## config.mk

```make
export PLATFORM = sky130hd
export DESIGN_NAME = chg_seq
export DESIGN_NICKNAME = d
export VERILOG_FILES = /design/src/rtl/chg_pkg.sv /design/src/rtl/chg_sync.sv /design/src/rtl/chg_seq.sv
export SDC_FILE = /design/constraint.sdc
export NUM_CORES = 1
export LEC_CHECK = 0
export BUFFER_PORTS_ARGS = -buffer_cell sky130_fd_sc_hd__clkbuf_2
export CAP_MARGIN = 20
export CORE_MARGIN = 4
export CORE_UTILIZATION = 40
export DETAILED_ROUTE_END_ITERATION = 16
export HOLD_SLACK_MARGIN = 0.15
export PLACE_DENSITY = 0.54
export SETUP_SLACK_MARGIN = 0.2
export SLEW_MARGIN = 20
export SYNTH_ARGS = -nofsm -noshare
export SYNTH_HDL_FRONTEND = slang
export SYNTH_SLANG_ARGS = --single-unit
```

## constraint.sdc

```tcl
create_clock -name mclk_i -period 4.9 [get_ports mclk_i]
set_input_delay 0 -clock mclk_i [delete_from_list [all_inputs] [get_ports mclk_i]]
set_output_delay 0 -clock mclk_i [all_outputs]
set_load 0.01 [all_outputs]
```

## src/rtl/chg_pkg.sv

```systemverilog
// Purpose: constants and types of the charge sequence controller
// Assumes: 100 MHz system clock
// Notes: times in ms are converted to clock cycles here
package chg_pkg;
  localparam int CLK_HZ = 100_000_000;
  localparam int CYC_PER_MS = CLK_HZ / 1000;
  localparam int LED_STEP_MS = 500;
  localparam int ATTACH_DLY_MS = 500;
  localparam int OPEN_CHK_MS = 70;
  localparam int BLINK_HALF_MS = 500;
  localparam int LED_STEP_CYC = LED_STEP_MS * CYC_PER_MS;
  localparam int ATTACH_DLY_CYC = ATTACH_DLY_MS * CYC_PER_MS;
  localparam int OPEN_CHK_CYC = OPEN_CHK_MS * CYC_PER_MS;
  localparam int BLINK_HALF_CYC = BLINK_HALF_MS * CYC_PER_MS;
  // oscillator-period counts, then trickle divider, counter widths and phase count
  localparam int SHORT_OSC = 384;
  localparam int TRICKLE_MIN_OSC = 15;
  localparam int EOC_OSC = 3;
  localparam int SAFETY_OSC = 4_200_000;
  localparam int TRICKLE_DIV = 8;
  localparam int TMR_W = 26;
  localparam int OSC_W = 23;
  localparam int PHASES = 4;
  typedef enum logic [9:0] {
    ST_PWRUP   = 10'h001,
    ST_IDLE    = 10'h002,
    ST_DELAY   = 10'h004,
    ST_OPEN    = 10'h008,
    ST_OFF     = 10'h010,
    ST_SHORT   = 10'h020,
    ST_TRICKLE = 10'h040,
    ST_CHARGE  = 10'h080,
    ST_DONE    = 10'h100,
    ST_FAULT   = 10'h200
  } chg_state_t;
  // comparator and pin levels, all asynchronous to mclk_i
  typedef struct packed {
    logic attach_n;
    logic supply_ok;
    logic temp_ok;
    logic sense_open;
    logic sense_short;
    logic above_min;
    logic above_rech;
    logic below_finish;
    logic osc;
  } chg_cmp_t;
  localparam int CMP_W = $bits(chg_cmp_t);
  localparam logic [CMP_W-1:0] CMP_RST = 9'h100;
endpackage

```

## src/rtl/chg_sync.sv

```systemverilog
// Purpose: two-flop synchroniser for a vector of levels
// Assumes: each bit is an independent slow level
// Notes: reset value is a constant parameter
`timescale 1ns/1ps
module chg_sync #(
  parameter int W = 1,
  parameter logic [W-1:0] RST_VAL = '0
) (
  input wire logic mclk_i,
  input wire logic rst_i,
  input wire logic [W-1:0] d_i,
  output logic [W-1:0] q_o
);
  logic [W-1:0] meta_r;
  if (W < 1) begin : g_bad_width
    $error("chg_sync: W must be positive");
  end
  always_ff @(posedge mclk_i) begin
    if (rst_i) begin
      meta_r <= RST_VAL;
      q_o <= RST_VAL;
    end else begin
      meta_r <= d_i;
      q_o <= meta_r;
    end
  end
endmodule // chg_sync

```

## src/rtl/chg_seq.sv

```systemverilog
// Purpose: charge sequencer of a single-cell charger
// Assumes: rst_i is the supply power-on reset; comparators are analog levels
// Notes: LED pins are open drain, lit while the enable is high
// Function
// - power-on reset clears the osc, end-of-charge and phase counters, loads both timers, resets the state machine; charging off.
// - at reset the offset switch is on and temperature monitoring runs; reference output is held off until the first clock after reset.
// - charging needs pack attach low plus all other conditions.
// - when detached, LEDs released, offset switch on, temperature monitor running.
// - after reset show red, green, both, each 500 ms, then off.
// - LED outputs are active low sinks, released otherwise.
// - leave idle only with supply above battery and temperature in range.
// - attach falling edge starts 500 ms delay, then 70 ms trickle open check.
// - no battery after 70 ms: output off, LEDs off, wait for toggle.
// - sense must fall below threshold within 70 ms, else latched open fault.
// - sense low means battery connected: red on, start short check.
// - reconnect after verification continues but shows end-of-charge.
// - trickle 384 osc cycles; below 1 V gives latched blinking fault.
// - short fault stays latched until attach toggle or power cycle.
// - trickle at a tenth; after 15 osc cycles above 2.8 V go full.
// - trickle beyond an eighth of safety period gives latched fault.
// - end of charge needs recharge level and low current 3 to 4 cycles.
// - sequencer counts measure internal oscillator periods; the code counts mclk_i cycles for the ms delays, LED steps and blink instead.
// - latched short and trickle-timeout faults blink both LEDs at about 1 Hz.
// - ambient fault lights both LEDs steadily, clears itself.
// - qualified end of charge releases red and lights green.
`timescale 1ns/1ps
module chg_seq
  import chg_pkg::*;
#(
  parameter int LED_STEP = chg_pkg::LED_STEP_CYC,
  parameter int ATTACH_DLY = chg_pkg::ATTACH_DLY_CYC,
  parameter int OPEN_CHK = chg_pkg::OPEN_CHK_CYC,
  parameter int BLINK_HALF = chg_pkg::BLINK_HALF_CYC,
  parameter int SAFETY = chg_pkg::SAFETY_OSC
) (
  input wire logic mclk_i,
  input wire logic rst_i,
  input wire chg_pkg::chg_cmp_t cmp_i,
  output logic red_n_o,
  output logic red_oe_o,
  output logic done_led_n_o,
  output logic done_led_oe_o,
  output logic charge_temp_offset_switch_o,
  output logic internal_reference_output_o,
  output logic charger_en_o,
  output logic trickle_o,
  output logic fault_o
);
  localparam int TRICKLE_LIM = SAFETY / TRICKLE_DIV;

  // values the counters cannot hold are refused at elaboration
  if (LED_STEP < 1 || LED_STEP >= 2 ** TMR_W) begin : g_bad_step
    $error("chg_seq: LED_STEP range");
  end
  if (ATTACH_DLY < 1 || ATTACH_DLY >= 2 ** TMR_W) begin : g_bad_delay
    $error("chg_seq: ATTACH_DLY range");
  end
  if (OPEN_CHK < 1 || OPEN_CHK >= 2 ** TMR_W) begin : g_bad_open
    $error("chg_seq: OPEN_CHK range");
  end
  if (BLINK_HALF < 1 || BLINK_HALF >= 2 ** TMR_W) begin : g_bad_blink
    $error("chg_seq: BLINK_HALF range");
  end
  if (TRICKLE_LIM <= TRICKLE_MIN_OSC || SAFETY >= 2 ** OSC_W) begin : g_bad_safety
    $error("chg_seq: SAFETY range");
  end
  if (TRICKLE_MIN_OSC < 1 || TRICKLE_MIN_OSC >= 2 ** OSC_W) begin : g_bad_trickle
    $error("chg_seq: TRICKLE_MIN_OSC range");
  end
  if (SHORT_OSC < 1 || SHORT_OSC >= 2 ** OSC_W) begin : g_bad_short
    $error("chg_seq: SHORT_OSC range");
  end
  if (EOC_OSC < 1 || EOC_OSC > 3) begin : g_bad_eoc
    $error("chg_seq: EOC_OSC must fit the two-bit run counter");
  end
  if (PHASES != 4) begin : g_bad_phases
    $error("chg_seq: the power-up sequence has four phases");
  end

  localparam logic [TMR_W-1:0] STEP_LD = TMR_W'(LED_STEP - 1);
  localparam logic [TMR_W-1:0] DLY_LD = TMR_W'(ATTACH_DLY - 1);
  localparam logic [TMR_W-1:0] OPEN_LD = TMR_W'(OPEN_CHK - 1);
  localparam logic [TMR_W-1:0] BLINK_LD = TMR_W'(BLINK_HALF - 1);
  localparam logic [OSC_W-1:0] SHORT_N = OSC_W'(SHORT_OSC);
  localparam logic [OSC_W-1:0] TRK_MIN_N = OSC_W'(TRICKLE_MIN_OSC);
  localparam logic [OSC_W-1:0] TRK_LIM_N = OSC_W'(TRICKLE_LIM);
  localparam logic [OSC_W-1:0] OSC_MAX = {OSC_W{1'b1}};
  localparam logic [1:0] EOC_N = 2'(EOC_OSC);
  localparam logic [1:0] LAST_PHASE = 2'(PHASES - 1);

  logic [CMP_W-1:0] cmp_q;
  chg_cmp_t cs;
  chg_state_t st_r, st_nxt;
  logic [TMR_W-1:0] tmr_r, tmr_nxt;
  logic [TMR_W-1:0] blink_cnt_r;
  logic [OSC_W-1:0] osc_cnt_r, osc_cnt_nxt;
  logic [1:0] phase_r;
  logic [1:0] eoc_cnt_r, eoc_cnt_nxt;
  logic blink_r;
  logic osc_d_r;
  logic attach_d_r;
  logic start_pend_r;
  logic gone_r;
  logic show_eoc_r;

  // pins and comparators cross into mclk_i here
  chg_sync #(
    .W(CMP_W),
    .RST_VAL(CMP_RST)
  ) u_sync (
    .mclk_i(mclk_i),
    .rst_i(rst_i),
    .d_i(cmp_i),
    .q_o(cmp_q)
  );

  assign cs = chg_cmp_t'(cmp_q);

  // edge detectors reset to the idle level of their pins, so reset makes no false edge
  wire osc_tick = cs.osc & ~osc_d_r;
  wire att_fall = ~cs.attach_n & attach_d_r;
  // an attach edge is kept while the sequencer cannot take it yet, so a pack
  // present at power-up or plugged in before supply headroom still starts a charge
  wire start_req = att_fall | start_pend_r;
  wire tmr_zero = (tmr_r == '0);
  wire st_chg = (st_nxt != st_r);
  wire in_active = (st_r == ST_SHORT) | (st_r == ST_TRICKLE) | (st_r == ST_CHARGE);
  wire in_drive = in_active | (st_r == ST_OPEN);
  wire temp_flt = in_drive & ~cs.temp_ok;
  wire ready = cs.supply_ok & cs.temp_ok;
  wire eoc_cond = cs.above_rech & cs.below_finish;
  wire blink_wrap = (blink_cnt_r == '0);
  wire leave_idle = (st_r == ST_IDLE) & (st_nxt == ST_DELAY);
  wire start_pend_nxt = ~cs.attach_n & start_req & ~leave_idle;

  // next state; a detached pack overrides everything except the power-up display
  always_comb begin
    st_nxt = st_r;
    case (st_r)
      ST_PWRUP: begin
        if (tmr_zero && phase_r == LAST_PHASE) begin
          st_nxt = ST_IDLE;
        end
      end
      ST_IDLE: begin
        // a pack present at power-up counts as a fresh attach
        if (start_req && ready) begin
          st_nxt = ST_DELAY;
        end
      end
      ST_DELAY: begin
        if (tmr_zero) begin
          st_nxt = ST_OPEN;
        end
      end
      ST_OPEN: begin
        if (tmr_zero) begin
          if (cs.sense_open) begin
            st_nxt = ST_OFF;
          end else begin
            st_nxt = ST_SHORT;
          end
        end
      end
      ST_SHORT: begin
        if (osc_cnt_r == SHORT_N) begin
          if (cs.sense_short) begin
            st_nxt = ST_FAULT;
          end else begin
            st_nxt = ST_TRICKLE;
          end
        end
      end
      ST_TRICKLE: begin
        if (osc_cnt_r >= TRK_LIM_N) begin
          st_nxt = ST_FAULT;
        end else if (osc_cnt_r >= TRK_MIN_N && cs.above_min) begin
          st_nxt = ST_CHARGE;
        end
      end
      ST_CHARGE: begin
        if (eoc_cnt_r == EOC_N) begin
          st_nxt = ST_DONE;
        end
      end
      ST_OFF, ST_DONE, ST_FAULT: begin
        st_nxt = st_r;
      end
      default: begin
        st_nxt = ST_IDLE;
      end
    endcase
    if (st_r != ST_PWRUP && cs.attach_n) begin
      st_nxt = ST_IDLE;
    end
  end

  // shared millisecond timer, loaded on entry to a timed state
  always_comb begin
    if (st_chg) begin
      tmr_nxt = '0;
      if (st_nxt == ST_DELAY) begin
        tmr_nxt = DLY_LD;
      end else if (st_nxt == ST_OPEN) begin
        tmr_nxt = OPEN_LD;
      end
    end else if (st_r == ST_PWRUP && tmr_zero) begin
      tmr_nxt = STEP_LD;
    end else if (!tmr_zero) begin
      tmr_nxt = tmr_r - 1'b1;
    end else begin
      tmr_nxt = tmr_r;
    end
  end

  // oscillator period counter, restarted on every state change
  always_comb begin
    if (st_chg) begin
      osc_cnt_nxt = '0;
    end else if (osc_tick && osc_cnt_r != OSC_MAX) begin
      osc_cnt_nxt = osc_cnt_r + 1'b1;
    end else begin
      osc_cnt_nxt = osc_cnt_r;
    end
  end

  // consecutive low-current samples, one per oscillator period
  always_comb begin
    if (st_r != ST_CHARGE) begin
      eoc_cnt_nxt = '0;
    end else if (!osc_tick) begin
      eoc_cnt_nxt = eoc_cnt_r;
    end else if (!eoc_cond) begin
      eoc_cnt_nxt = '0;
    end else if (eoc_cnt_r != EOC_N) begin
      eoc_cnt_nxt = eoc_cnt_r + 1'b1;
    end else begin
      eoc_cnt_nxt = eoc_cnt_r;
    end
  end

  // LED selection, priority: fault, temperature, progress
  logic red_lit, grn_lit;
  always_comb begin
    red_lit = 1'b0;
    grn_lit = 1'b0;
    case (st_r)
      ST_PWRUP: begin
        red_lit = (phase_r == 2'h0) | (phase_r == 2'h2);
        grn_lit = (phase_r == 2'h1) | (phase_r == 2'h2);
      end
      ST_FAULT: begin
        red_lit = blink_r;
        grn_lit = blink_r;
      end
      ST_SHORT, ST_TRICKLE, ST_CHARGE: begin
        red_lit = ~show_eoc_r;
        grn_lit = show_eoc_r;
      end
      ST_DONE: begin
        grn_lit = 1'b1;
      end
      default: begin
        red_lit = 1'b0;
        grn_lit = 1'b0;
      end
    endcase
    if (temp_flt) begin
      red_lit = 1'b1;
      grn_lit = 1'b1;
    end
  end

  wire chg_on = in_drive & ready;
  wire gone_nxt = in_active & (gone_r | cs.sense_open);
  wire show_nxt = in_active & (show_eoc_r | (gone_r & ~cs.sense_open));

  always_ff @(posedge mclk_i) begin
    if (rst_i) begin
      st_r <= ST_PWRUP;
      tmr_r <= STEP_LD;
      osc_cnt_r <= '0;
      eoc_cnt_r <= '0;
      phase_r <= '0;
      osc_d_r <= 1'b0;
      attach_d_r <= 1'b1;
      start_pend_r <= 1'b0;
      gone_r <= 1'b0;
      show_eoc_r <= 1'b0;
    end else begin
      st_r <= st_nxt;
      tmr_r <= tmr_nxt;
      osc_cnt_r <= osc_cnt_nxt;
      eoc_cnt_r <= eoc_cnt_nxt;
      osc_d_r <= cs.osc;
      attach_d_r <= cs.attach_n;
      start_pend_r <= start_pend_nxt;
      gone_r <= gone_nxt;
      show_eoc_r <= show_nxt;
      if (st_r == ST_PWRUP && tmr_zero) begin
        phase_r <= phase_r + 1'b1;
      end
    end
  end

  // free-running half-second blink
  always_ff @(posedge mclk_i) begin
    if (rst_i) begin
      blink_cnt_r <= BLINK_LD;
      blink_r <= 1'b1;
    end else begin
      blink_cnt_r <= blink_wrap ? BLINK_LD : blink_cnt_r - 1'b1;
      blink_r <= blink_wrap ? ~blink_r : blink_r;
    end
  end

  // every pin comes straight from a flip-flop
  always_ff @(posedge mclk_i) begin
    if (rst_i) begin
      red_n_o <= 1'b1;
      red_oe_o <= 1'b0;
      done_led_n_o <= 1'b1;
      done_led_oe_o <= 1'b0;
      charge_temp_offset_switch_o <= 1'b1;
      internal_reference_output_o <= 1'b0;
      charger_en_o <= 1'b0;
      trickle_o <= 1'b0;
      fault_o <= 1'b0;
    end else begin
      red_n_o <= ~red_lit;
      red_oe_o <= red_lit;
      done_led_n_o <= ~grn_lit;
      done_led_oe_o <= grn_lit;
      charge_temp_offset_switch_o <= ~in_drive;
      internal_reference_output_o <= 1'b1;
      charger_en_o <= chg_on;
      trickle_o <= chg_on & (st_r != ST_CHARGE);
      fault_o <= (st_r == ST_FAULT) | (st_r == ST_OFF);
    end
  end
endmodule // chg_seq

```

==> results of run 1 <==
[cell usage after synthesis, types with 6 or more instances]
cell type  number  area share
dfxtp_1       122        0.42
nor2_1         79       0.051
nand2_1        61       0.039
xnor2_1        36       0.054
nor3_1         33       0.028
xor2_1         31       0.047
a21oi_1        27       0.023
inv_1          22       0.014
nand3_1        22       0.019
nor2b_1        20       0.022
nor4_1         20       0.022
clkbuf_1       18       0.012
o21ai_0        16       0.014
and3_1         10       0.011
or3_1          10       0.011
a21boi_1        9       0.012
ha_1            9       0.019
or4_1           9       0.012
nand2b_1        8      0.0086
and2_1          7      0.0075
a21oi_2         6      0.0090
buf_2           6      0.0052
nand4_1         6      0.0065
[logic make-up (layout without fill, tap and decap cells)]
kind of cell | after synthesis | after routing | synth area share
buffers and inverters | 49 | 93 | 0.0355
XOR/XNOR | 67 | 67 | 0.101
adder cells (fa/ha/maj) | 9 | 9 | 0.0194
multiplexers | 6 | 6 | 0.0138
flip-flops | 122 | 122 | 0.420
AO/OA/AOI/OAI | 95 | 95 | 0.113
AND/OR/NAND/NOR | 321 | 321 | 0.298
[flip-flops by register name (all words and copies together) (netlist names), 2 cells and up]
| signal | flops |
|---|---|
| u_sync.meta_r | 9 |
| tmr_r | 26 |
| osc_cnt_r | 23 |
| u_sync.q_o | 9 |
| eoc_cnt_r | 2 |
| st_r | 10 |
| blink_cnt_r | 26 |
| phase_r | 2 |
[cell type report]
type	count	area [sq um]
multi-input cells	498	3170
clock buffers	19	443
fillers	1353	7250
flip-flops and latches	122	2440
clock inverters	13	141
repair buffers	39	290
well taps	180	225
inverters	22	82.6
[final timing paths]
check / start / slack [ns] / to / cells after the start
setup / recovery: tmr_r[8]$_SDFFE_PP0P_ / 1.26 / tmr_r[2]$_SDFFE_PP1P_ / 9
hold / removal: cmp_i[8] / 0.31 / u_sync.meta_r[8]$_SDFF_PP1_ / 3
setup reg to reg: tmr_r[8]$_SDFFE_PP0P_ / 1.26 / tmr_r[2]$_SDFFE_PP1P_ / 9
hold reg to reg: blink_cnt_r[0]$_SDFF_PP1_ / 0.40 / blink_cnt_r[0]$_SDFF_PP1_ / 1
[per-stage QoR]
| step | cells | setup slack [ns] | power (mW) | utilization | hold WS (ns) |
|---|---|---|---|---|---|
| CTS | 893 | 1.25 | 2.68 | 0.484 | 0.294 |
| detailed placement | 843 | 1.29 | 1.44 | 0.429 | 0.195 |
| finish | 893 | 1.26 | 2.65 | 0.484 | 0.310 |
| global placement | 843 | 1.38 | 1.43 | 0.429 | 0.182 |
| global route | 893 | 0.921 | 2.77 | 0.484 | 0.325 |
| floorplan | 669 | 2.02 | 1.37 | - | 0.104 |
[power groups by stage]
stage	registers, mW	clock network (mW)	logic, mW
floorplan	1.13	0	0.239
global placement	1.15	0	0.279
detailed placement	1.15	0	0.287
CTS	1.13	1.25	0.299
global route	1.15	1.29	0.329
finish	1.13	1.22	0.296
[worst max-delay path, cell delays in order (launching register included)]
cell	delay (ns)
dfxtp_1	0.35
or4_4	0.56
or4b_4	0.55
nor2_4	0.42
nor2_1	0.14
o21bai_2	0.17
a22o_4	0.17
nand4_4	0.38
a21oi_4	0.59
a21boi_1	0.15
[routing by layer]
metal | GRT usage | wire [um]
met5 | 0 | 0
met1 | 0.217 | 6210
met2 | 0.270 | 6120
met3 | 0.0477 | 588
met4 | 0.0661 | 199
[what timing repair did]
item	4_1_cts	5_1_grt
resized for setup	0	0
hold endpoints to repair	27	0
hold buffers	18	0
==> key figures, run 1 <==
Timing
  • Hold Vio Cnt, Final: 0
  • Slew Viols, Final: 0
  • Final period utilization: 0.743
  • RSZ-0062 raised after global routing: no
  • Clk_skew: 0.0175 ns
  • Setup violators final: 0
  • Worst-Margin Slew: 0.822 ns
  • Max Freq: 275 MHz
  • Final TNS setup: 0 ns
  • Crit path time final: 3.64 ns
  • Slew HR: 0.447

Synth
  • Synth Instances: 669
  • Synth Warn #: 0
  • Synthesized Nets: 689
  • Register bit count reported by yosys: 122
  • Synth cell types: 71
  • Post-synth EDFFs: 0
  • Average cell area after synthesis: 8.69 sq um
  • Cell Area, Synth: 5820 sq um
  • Top_reg_cell synth: dfxtp_1
  • Sequential share of the synthesized area: 0.420
  • Post-synth ARST share: 0

Critical path
  • Worst-path fanout max: 28
  • Worst path required time: 5.17 ns
  • Worst setup path class: reg -> reg
  • Worst Path Arrival: 3.91 ns
  • Element type at the critical path end: flip-flop
  • CP startpoint kind: flip-flop

Floorplan
  • Die footprint: 16,500 sq um
  • Rows: 43
  • Initial Util: 0.414
  • Core area: 14,000 sq um
  • Ports: 20
  • Die Wd: 129 um
  • Die Ht: 129 um

GRT
  • Vias in the first global route: 4,723
  • Gr usage total: 0.169
  • Maximum number of pins on one net before global-route repair: 42
  • First-pass GRT wire length: 22,500 um
  • GR Overflow Total: 0
  • Antenna violations before repair: 0

Final layout
  • Post-route cell area: 6790 sq um
  • Layout cells sized above 1: 0.114
  • Final nets: 720
  • Most frequent cells in the layout: dfxtp_1, nor2_1, nand2_1
  • Antenna diodes: 0
  • Layout area overhead: 16.8%
  • Most common cell after layout, fill and taps aside: dfxtp_1

Pwr
  • Psw: 0.694 mW
  • Switching portion of total power: 0.262
  • Clock power share: 0.460
  • Power share of the combinational group: 0.112
  • Pwr Density: 390 nW/um^2
  • Highest ir drop seen on vdd: 0.229 mV
  • Lkg Pwr: 2.43 nW
  • Reg power frac: 0.428
  • Int Pwr: 1.96 mW

CTS
  • CTS max path bufs: 2
  • CTS sink count: 122
  • TritonCTS Buffers: 17
  • CTS tree: built
  • H-tree levels: 4
  • CTS Root Cell: clkbuf_16
  • Clock Latency Late Sink: 0.42 ns
  • Reg clk slew, reported paths: 0.06 ns
  • # Post-CTS Setup Buffers: 0

Route
  • Via density: 5.34
  • Post-route DRC: 0
  • Drt total wl: 13,100 um
  • Starting DRC count in detailed routing: 403
  • DR WL/cell: 14.7 um
  • Post-DRT Antenna Nets: 0
  • Initial DRT Pass Iterations: 5
  • Routed vias: 4,770

Outcome
  • Status: completed

Job
  • Max-Cap Viols: 0

Placed design
  • Placed Instance Area: 6030 sq um
  • GPL Wtd Cong: 0.886
  • Dpl hpwl: 9420 um
  • IO Port Bufs: 19

Worst hold path
  • Hold Crit Class: in -> reg
Note: power is estimated with default switching activity, not from simulation.
==> inputs of run 2 (changes only) <==
Settings changed: ABC_AREA set to 1, PLACE_DENSITY 0.54 to 0.56.
Clock period 4.9 ns to 3 ns, I/O delays scaled along.
==> key figures, run 2 <==
Synth
  • Top-count cell post-synth: nand2_1
  • Largest family of logic cells by synthesized area: simple AND/OR/NAND/NOR gates
  • Register bit count reported by yosys: 122
  • Top cell type's share of synthesized area: 0.358
  • Cell Area, Synth: 6820 sq um
  • Post-synth EDFFs: 0
  • Top_reg_cell synth: dfxtp_1
  • Synthesized-area fraction occupied by and/or/nand/nor cells: 0.425
  • Synth Area in Adders: 0.0165
  • Top post-synthesis cells by area: dfxtp_1, nand2_1, nor2_1, inv_1, nand3_1
  • Post-synth top cells: nand2_1, nor2_1, dfxtp_1
  • Post-synth ARST share: 0
  • Synthesized Nets: 1,065
  • Synth cell types: 45
  • Synth Area in Compound Gates: 0.0674
  • Synth Warn #: 0
  • Post-synthesis mux area share: 0
  • Average cell area after synthesis: 6.52 sq um
  • Sequential share of the synthesized area: 0.358
  • Synth area leader: dfxtp_1
  • Synth Instances: 1,045
  • Post-Synth XOR/XNOR Area: 0.0424

Timing
  • Worst-Margin Slew: 0.492 ns
  • Slew Viols, Final: 0
  • Hold Vio Cnt, Final: 0
  • Final TNS setup: 0 ns
  • Final period utilization: 0.897
  • Crit path time final: 2.69 ns
  • Slew HR: 0.669
  • Clk_skew: 0.00939 ns
  • Max Freq: 372 MHz
  • Setup violators final: 0
  • Final worst slack: 0.310 ns
  • RSZ-0062 raised after global routing: no

Placed design
  • GPL Wtd Cong: 0.903
  • IO Port Bufs: 19
  • Dpl hpwl: 12,800 um
  • Inst Count DP: 1,277
  • Post-placement worst setup slack: 0.204 ns

Floorplan
  • Ports: 20
  • Initial Util: 0.410
  • Die Wd: 139 um
  • Core area: 16,600 sq um
  • Die footprint: 19,200 sq um
  • Rows: 47
  • Die Ht: 139 um

Critical path
  • CP startpoint kind: flip-flop
  • Worst R2R End: tmr_r[3]$_SDFFE_PP1P_
  • Flop2flop setup slack: 0.31 ns
  • Worst path required time: 3.29 ns
  • Max stage delay on crit path: 0.45 ns
  • Reg2Reg Depth: 14
  • Crit path cell chain: inv_1, ha_1, inv_1, nor2_1, nand2_1, nor2_2, nand2_1, inv_1, nand3_1, clkinv_1, o211ai_1, nand2_1, nand2_1, nand2_1
  • Worst setup path class: reg -> reg
  • Crit path capture: tmr_r[3]$_SDFFE_PP1P_
  • Critical Path Start: tmr_r[0]$_SDFFE_PP1P_
  • Reg-to-reg startpoint: tmr_r[0]$_SDFFE_PP1P_
  • Worst Path Arrival: 2.98 ns
  • Critical path's most frequent cell: nand2_1
  • Element type at the critical path end: flip-flop
  • Worst-path fanout max: 10
  • Critical path's slowest cell: clkinv_1

Route
  • Routed vias: 6,651
  • Post-DRT Antenna Nets: 0
  • Starting DRC count in detailed routing: 470
  • Via density: 4.99
  • Top routing layer in use: met4
  • Met3 WL: 649 um
  • WL met2: 7800 um
  • Drt total wl: 17,700 um
  • DR WL/cell: 13.3 um
  • Wl on met1: 9040 um
  • Initial DRT Pass Iterations: 5
  • Post-route DRC: 0

GRT
  • Maximum number of pins on one net before global-route repair: 33
  • First-pass GRT wire length: 29,900 um
  • Antenna violations before repair: 0
  • Gr usage total: 0.185
  • Vias in the first global route: 6,042
  • GR Overflow Total: 0

Worst hold path
  • HP Start: cmp_i[8]
  • Hold Crit Class: in -> reg

Job
  • Max-Cap Viols: 0

Final layout
  • Non-filler cells, final: 1,334
  • FILL cells: 1,700
  • Layout cells sized above 1: 0.142
  • Final nets: 1,121
  • Most common cell after layout, fill and taps aside: nand2_1
  • Most frequent cells in the layout: nand2_1, nor2_1, inv_1
  • Antenna diodes: 0
  • Layout area overhead: 20.0%
  • Top flop regs: blink_cnt_r: 26 flops, tmr_r: 26 flops, osc_cnt_r: 23 flops

CTS
  • CTS sink count: 122
  • TritonCTS Buffers: 17
  • CTS Root Cell: clkbuf_16
  • H-tree levels: 4
  • CTS tree: built
  • CTS max path bufs: 2
  • Clock Latency Late Sink: 0.42 ns
  • Reg clk slew, reported paths: 0.06 ns

Pwr
  • Highest ir drop seen on vdd: 0.373 mV
  • Lkg Pwr: 3.69 nW
  • Pwr Density: 515 nW/um^2

Outcome
  • Status: completed
run 2: layout make-up:
class,count,area (sq um),area share
Clock buffer,20,457,0.0558
Clock inverter,12,139,0.0170
Inverter,132,500,0.0612
Multi-Input combinational cell,773,3890,0.475
Sequential cell,122,2470,0.302
Tap cell,220,275,0.0336
Timing Repair Buffer,55,448,0.0547
run 2: routing by layer:
metal,global-route usage,vias to the layer above
li1,-,3457
met1,0.270,3009
met2,0.282,164
met3,0.0355,21
met4,0.0489,0
met5,0,-
run 2: how the worst min path moves through the flow:
stage | to | slack, ns | cells after the start
after floorplan | u_sync.meta_r[8]$_SDFF_PP1_ | 0.10 | 1
after global placement | u_sync.meta_r[8]$_SDFF_PP1_ | 0.18 | 2
after detailed placement | u_sync.meta_r[8]$_SDFF_PP1_ | 0.19 | 2
after CTS | u_sync.meta_r[8]$_SDFF_PP1_ | 0.29 | 3
after global routing | u_sync.meta_r[8]$_SDFF_PP1_ | 0.34 | 3
final | u_sync.meta_r[8]$_SDFF_PP1_ | 0.32 | 3
run 2: repair_timing:
action                     CTS  global route
hold endpoints to repair    26             0
gates cloned                 0             2
hold buffers                18             0
gates resized for setup      1            48
pin swaps                    1             4
buffers inserted             0             5
setup endpoints to repair    3            50
run 2: cell families after synthesis:
family | count (synthesis)
flip-flops | 122
AND/OR/NAND/NOR | 647
XOR/XNOR | 33
buffers and inverters | 152
AO/OA/AOI/OAI | 82
adder cells (fa/ha/maj) | 9
run 2: power breakdown:
part	switching (mW)	total, mW	internal, mW	leakage [nW]
Clock	0.780	2.05	1.27	0.291
Sequential	0.0396	1.71	1.67	1.00
Combinational	0.279	0.447	0.168	2.40
Total	1.10	4.21	3.11	3.69
run 2: per-stage QoR:
| step | area (sq um) | utilization | hold slack, ns | power (mW) |
|---|---|---|---|---|
| after floorplan | 6820 | - | 0.104 | 2.04 |
| after global placement | 7200 | 0.433 | 0.184 | 2.15 |
| after detailed placement | 7200 | 0.433 | 0.187 | 2.15 |
| after CTS | 7980 | 0.480 | 0.292 | 4.23 |
| after global routing | 8180 | 0.492 | 0.335 | 4.39 |
| final | 8180 | 0.492 | 0.316 | 4.21 |
run 2: critical path: cells and delay by family, from the launching register on:
| family | cells | cell delay [ns] |
|---|---|---|
| AO/OA/AOI/OAI | 1 | 0.31 |
| buffers and inverters | 4 | 0.80 |
| AND/OR/NAND/NOR | 8 | 0.88 |
| flip-flops | 1 | 0.35 |
| adder cells (fa/ha/maj) | 1 | 0.22 |
==> inputs of run 3 (changes only) <==
Settings changed: ABC_AREA 1 to not set, PLACE_DENSITY 0.56 to 0.57.
==> key figures, run 3 (synthesized netlist as in run 1, its figures left out) <==
Outcome
  • Status: completed

Final layout
  • Top flop regs: blink_cnt_r: 26 flops, tmr_r: 26 flops, osc_cnt_r: 23 flops
  • Layout cells sized above 1: 0.219
  • Final nets: 776
  • Core Util, Final: 0.534
  • Antenna diodes: 0
  • Most frequent cells in the layout: dfxtp_1, nor2_1, nand2_1
  • Most common cell after layout, fill and taps aside: dfxtp_1
  • Non-filler cells, final: 948
  • FILL cells: 1,284
  • Layout area overhead: 29.0%

Route
  • DR WL/cell: 15.2 um
  • Starting DRC count in detailed routing: 383
  • Post-route DRC: 0
  • Routed vias: 5,063
  • Initial DRT Pass Iterations: 5
  • Post-DRT Antenna Nets: 0
  • Via density: 5.34
  • Drt total wl: 14,400 um

Critical path
  • Worst setup path class: reg -> reg
  • Max stage delay on crit path: 0.57 ns
  • Critical Path Start: tmr_r[9]$_SDFFE_PP0P_
  • Worst Path Arrival: 3.26 ns
  • Worst-path fanout max: 15
  • Critical path's top delay family: simple AND/OR/NAND/NOR gates
  • Crit path cell chain: or4_4, or4b_4, nor2_4, buf_6, nor2_4, o21bai_2, a22o_4, nand4_4, a21oi_4, buf_12, a21oi_2
  • Worst path bufs/invs: 2
  • CP startpoint kind: flip-flop
  • Element type at the critical path end: flip-flop
  • Reg-to-reg startpoint: tmr_r[9]$_SDFFE_PP0P_
  • Worst path required time: 3.31 ns
  • Critical path's slowest cell: or4b_4
  • Critical path's most frequent cell: nor2_4

Timing
  • Final period utilization: 0.985
  • RSZ-0062 raised after global routing: yes
  • Worst-Margin Slew: 0.629 ns
  • Crit path time final: 2.95 ns
  • Setup violators final: 0
  • Slew HR: 0.577
  • Hold Vio Cnt, Final: 0
  • Max Freq: 338 MHz
  • Final hold slack: 0.302 ns
  • Clk_skew: 0.0105 ns
  • Slew Viols, Final: 0

Job
  • Max-Cap Viols: 0

Pwr
  • Highest ir drop seen on vdd: 0.478 mV
  • Lkg Pwr: 2.79 nW
  • Pwr Density: 623 nW/um^2

GRT
  • First-pass GRT wire length: 24,200 um
  • Maximum number of pins on one net before global-route repair: 42
  • Gr usage total: 0.181
  • GR Overflow Total: 0
  • Vias in the first global route: 4,987
  • Antenna violations before repair: 0

CTS
  • CTS max path bufs: 2
  • Reg clk slew, reported paths: 0.06 ns
  • CTS sink count: 122
  • CTS Root Cell: clkbuf_16
  • H-tree levels: 4
  • Clock Latency Late Sink: 0.42 ns
  • TritonCTS Buffers: 17
  • CTS tree: built

Floorplan
  • Rows: 43
  • Core area: 14,000 sq um
  • Ports: 20
  • Initial Util: 0.414
  • Die footprint: 16,500 sq um
  • Die Wd: 129 um
  • Die Ht: 129 um

Placed design
  • Inst Count DP: 881
  • IO Port Bufs: 19
  • Dpl hpwl: 9560 um
  • GPL Wtd Cong: 0.906

Worst hold path
  • HP Start: cmp_i[8]
  • Hold Crit Class: in -> reg
==> run 3: what timing repair did <==
item / CTS / global route
hold endpoints to repair: 28 / 0
gates cloned: 2 / 1
setup buffers: 10 / 5
gates resized for setup: 28 / 22
hold buffers: 18 / 0
pin swaps: 16 / 13
setup endpoints to repair: 49 / 50
==> run 3: path summary, 6_finish.rpt <==
path | endpoint | slack (ns) | cells after the start
worst max-delay path | tmr_r[6]$_SDFFE_PP1P_ | 0.05 | 11
worst min-delay path | u_sync.meta_r[8]$_SDFF_PP1_ | 0.30 | 3
worst max register to register | tmr_r[6]$_SDFFE_PP1P_ | 0.05 | 11
worst min register to register | blink_cnt_r[0]$_SDFF_PP1_ | 0.40 | 1
==> run 3: metal layers <==
layer  wire [um]  vias up  GRT usage
met5           0        -          0
met4         283        0     0.0686
met3         558       22     0.0440
met2        6900      113      0.295
met1        6620     2418      0.234
li1            -     2510          -
==> run 3: report_power, final <==
group | internal (mW) | switching, mW
combinational | 0.350 | 0.355
sequential | 1.73 | 0.117
clock | 1.38 | 0.733
total | 3.47 | 1.20
==> run 3: through the flow <==
| step | TNS (ns) | power (mW) | cell area (sq um) | worst slack, ns |
|---|---|---|---|---|
| global placement | 0 | 2.42 | 6330 | 0.0396 |
| finish | 0 | 4.67 | 7500 | 0.0453 |
| detailed placement | -0.113 | 2.43 | 6330 | -0.0206 |
| CTS | 0 | 4.67 | 7340 | 0.0226 |
| floorplan | 0 | 2.24 | 5820 | 0.165 |
| global route | -1.60 | 4.87 | 7500 | -0.101 |
==> run 3: worst reg2reg max path: cells and delay by family (launching register included) <==
kind | cells | cell delay, ns
simple gates | 5 | 1.54
compound gates | 4 | 0.64
buf+inv | 2 | 0.34
flops | 1 | 0.32
==> run 3: final cells by class <==
class	instances	area (sq um)	area share
multi-input cells	500	3380	0.451
flip-flops and latches	122	2450	0.326
repair buffers	93	757	0.101
clock buffers	20	437	0.0582
well taps	180	225	0.0300
clock inverters	11	171	0.0228
inverters	22	82.6	0.0110
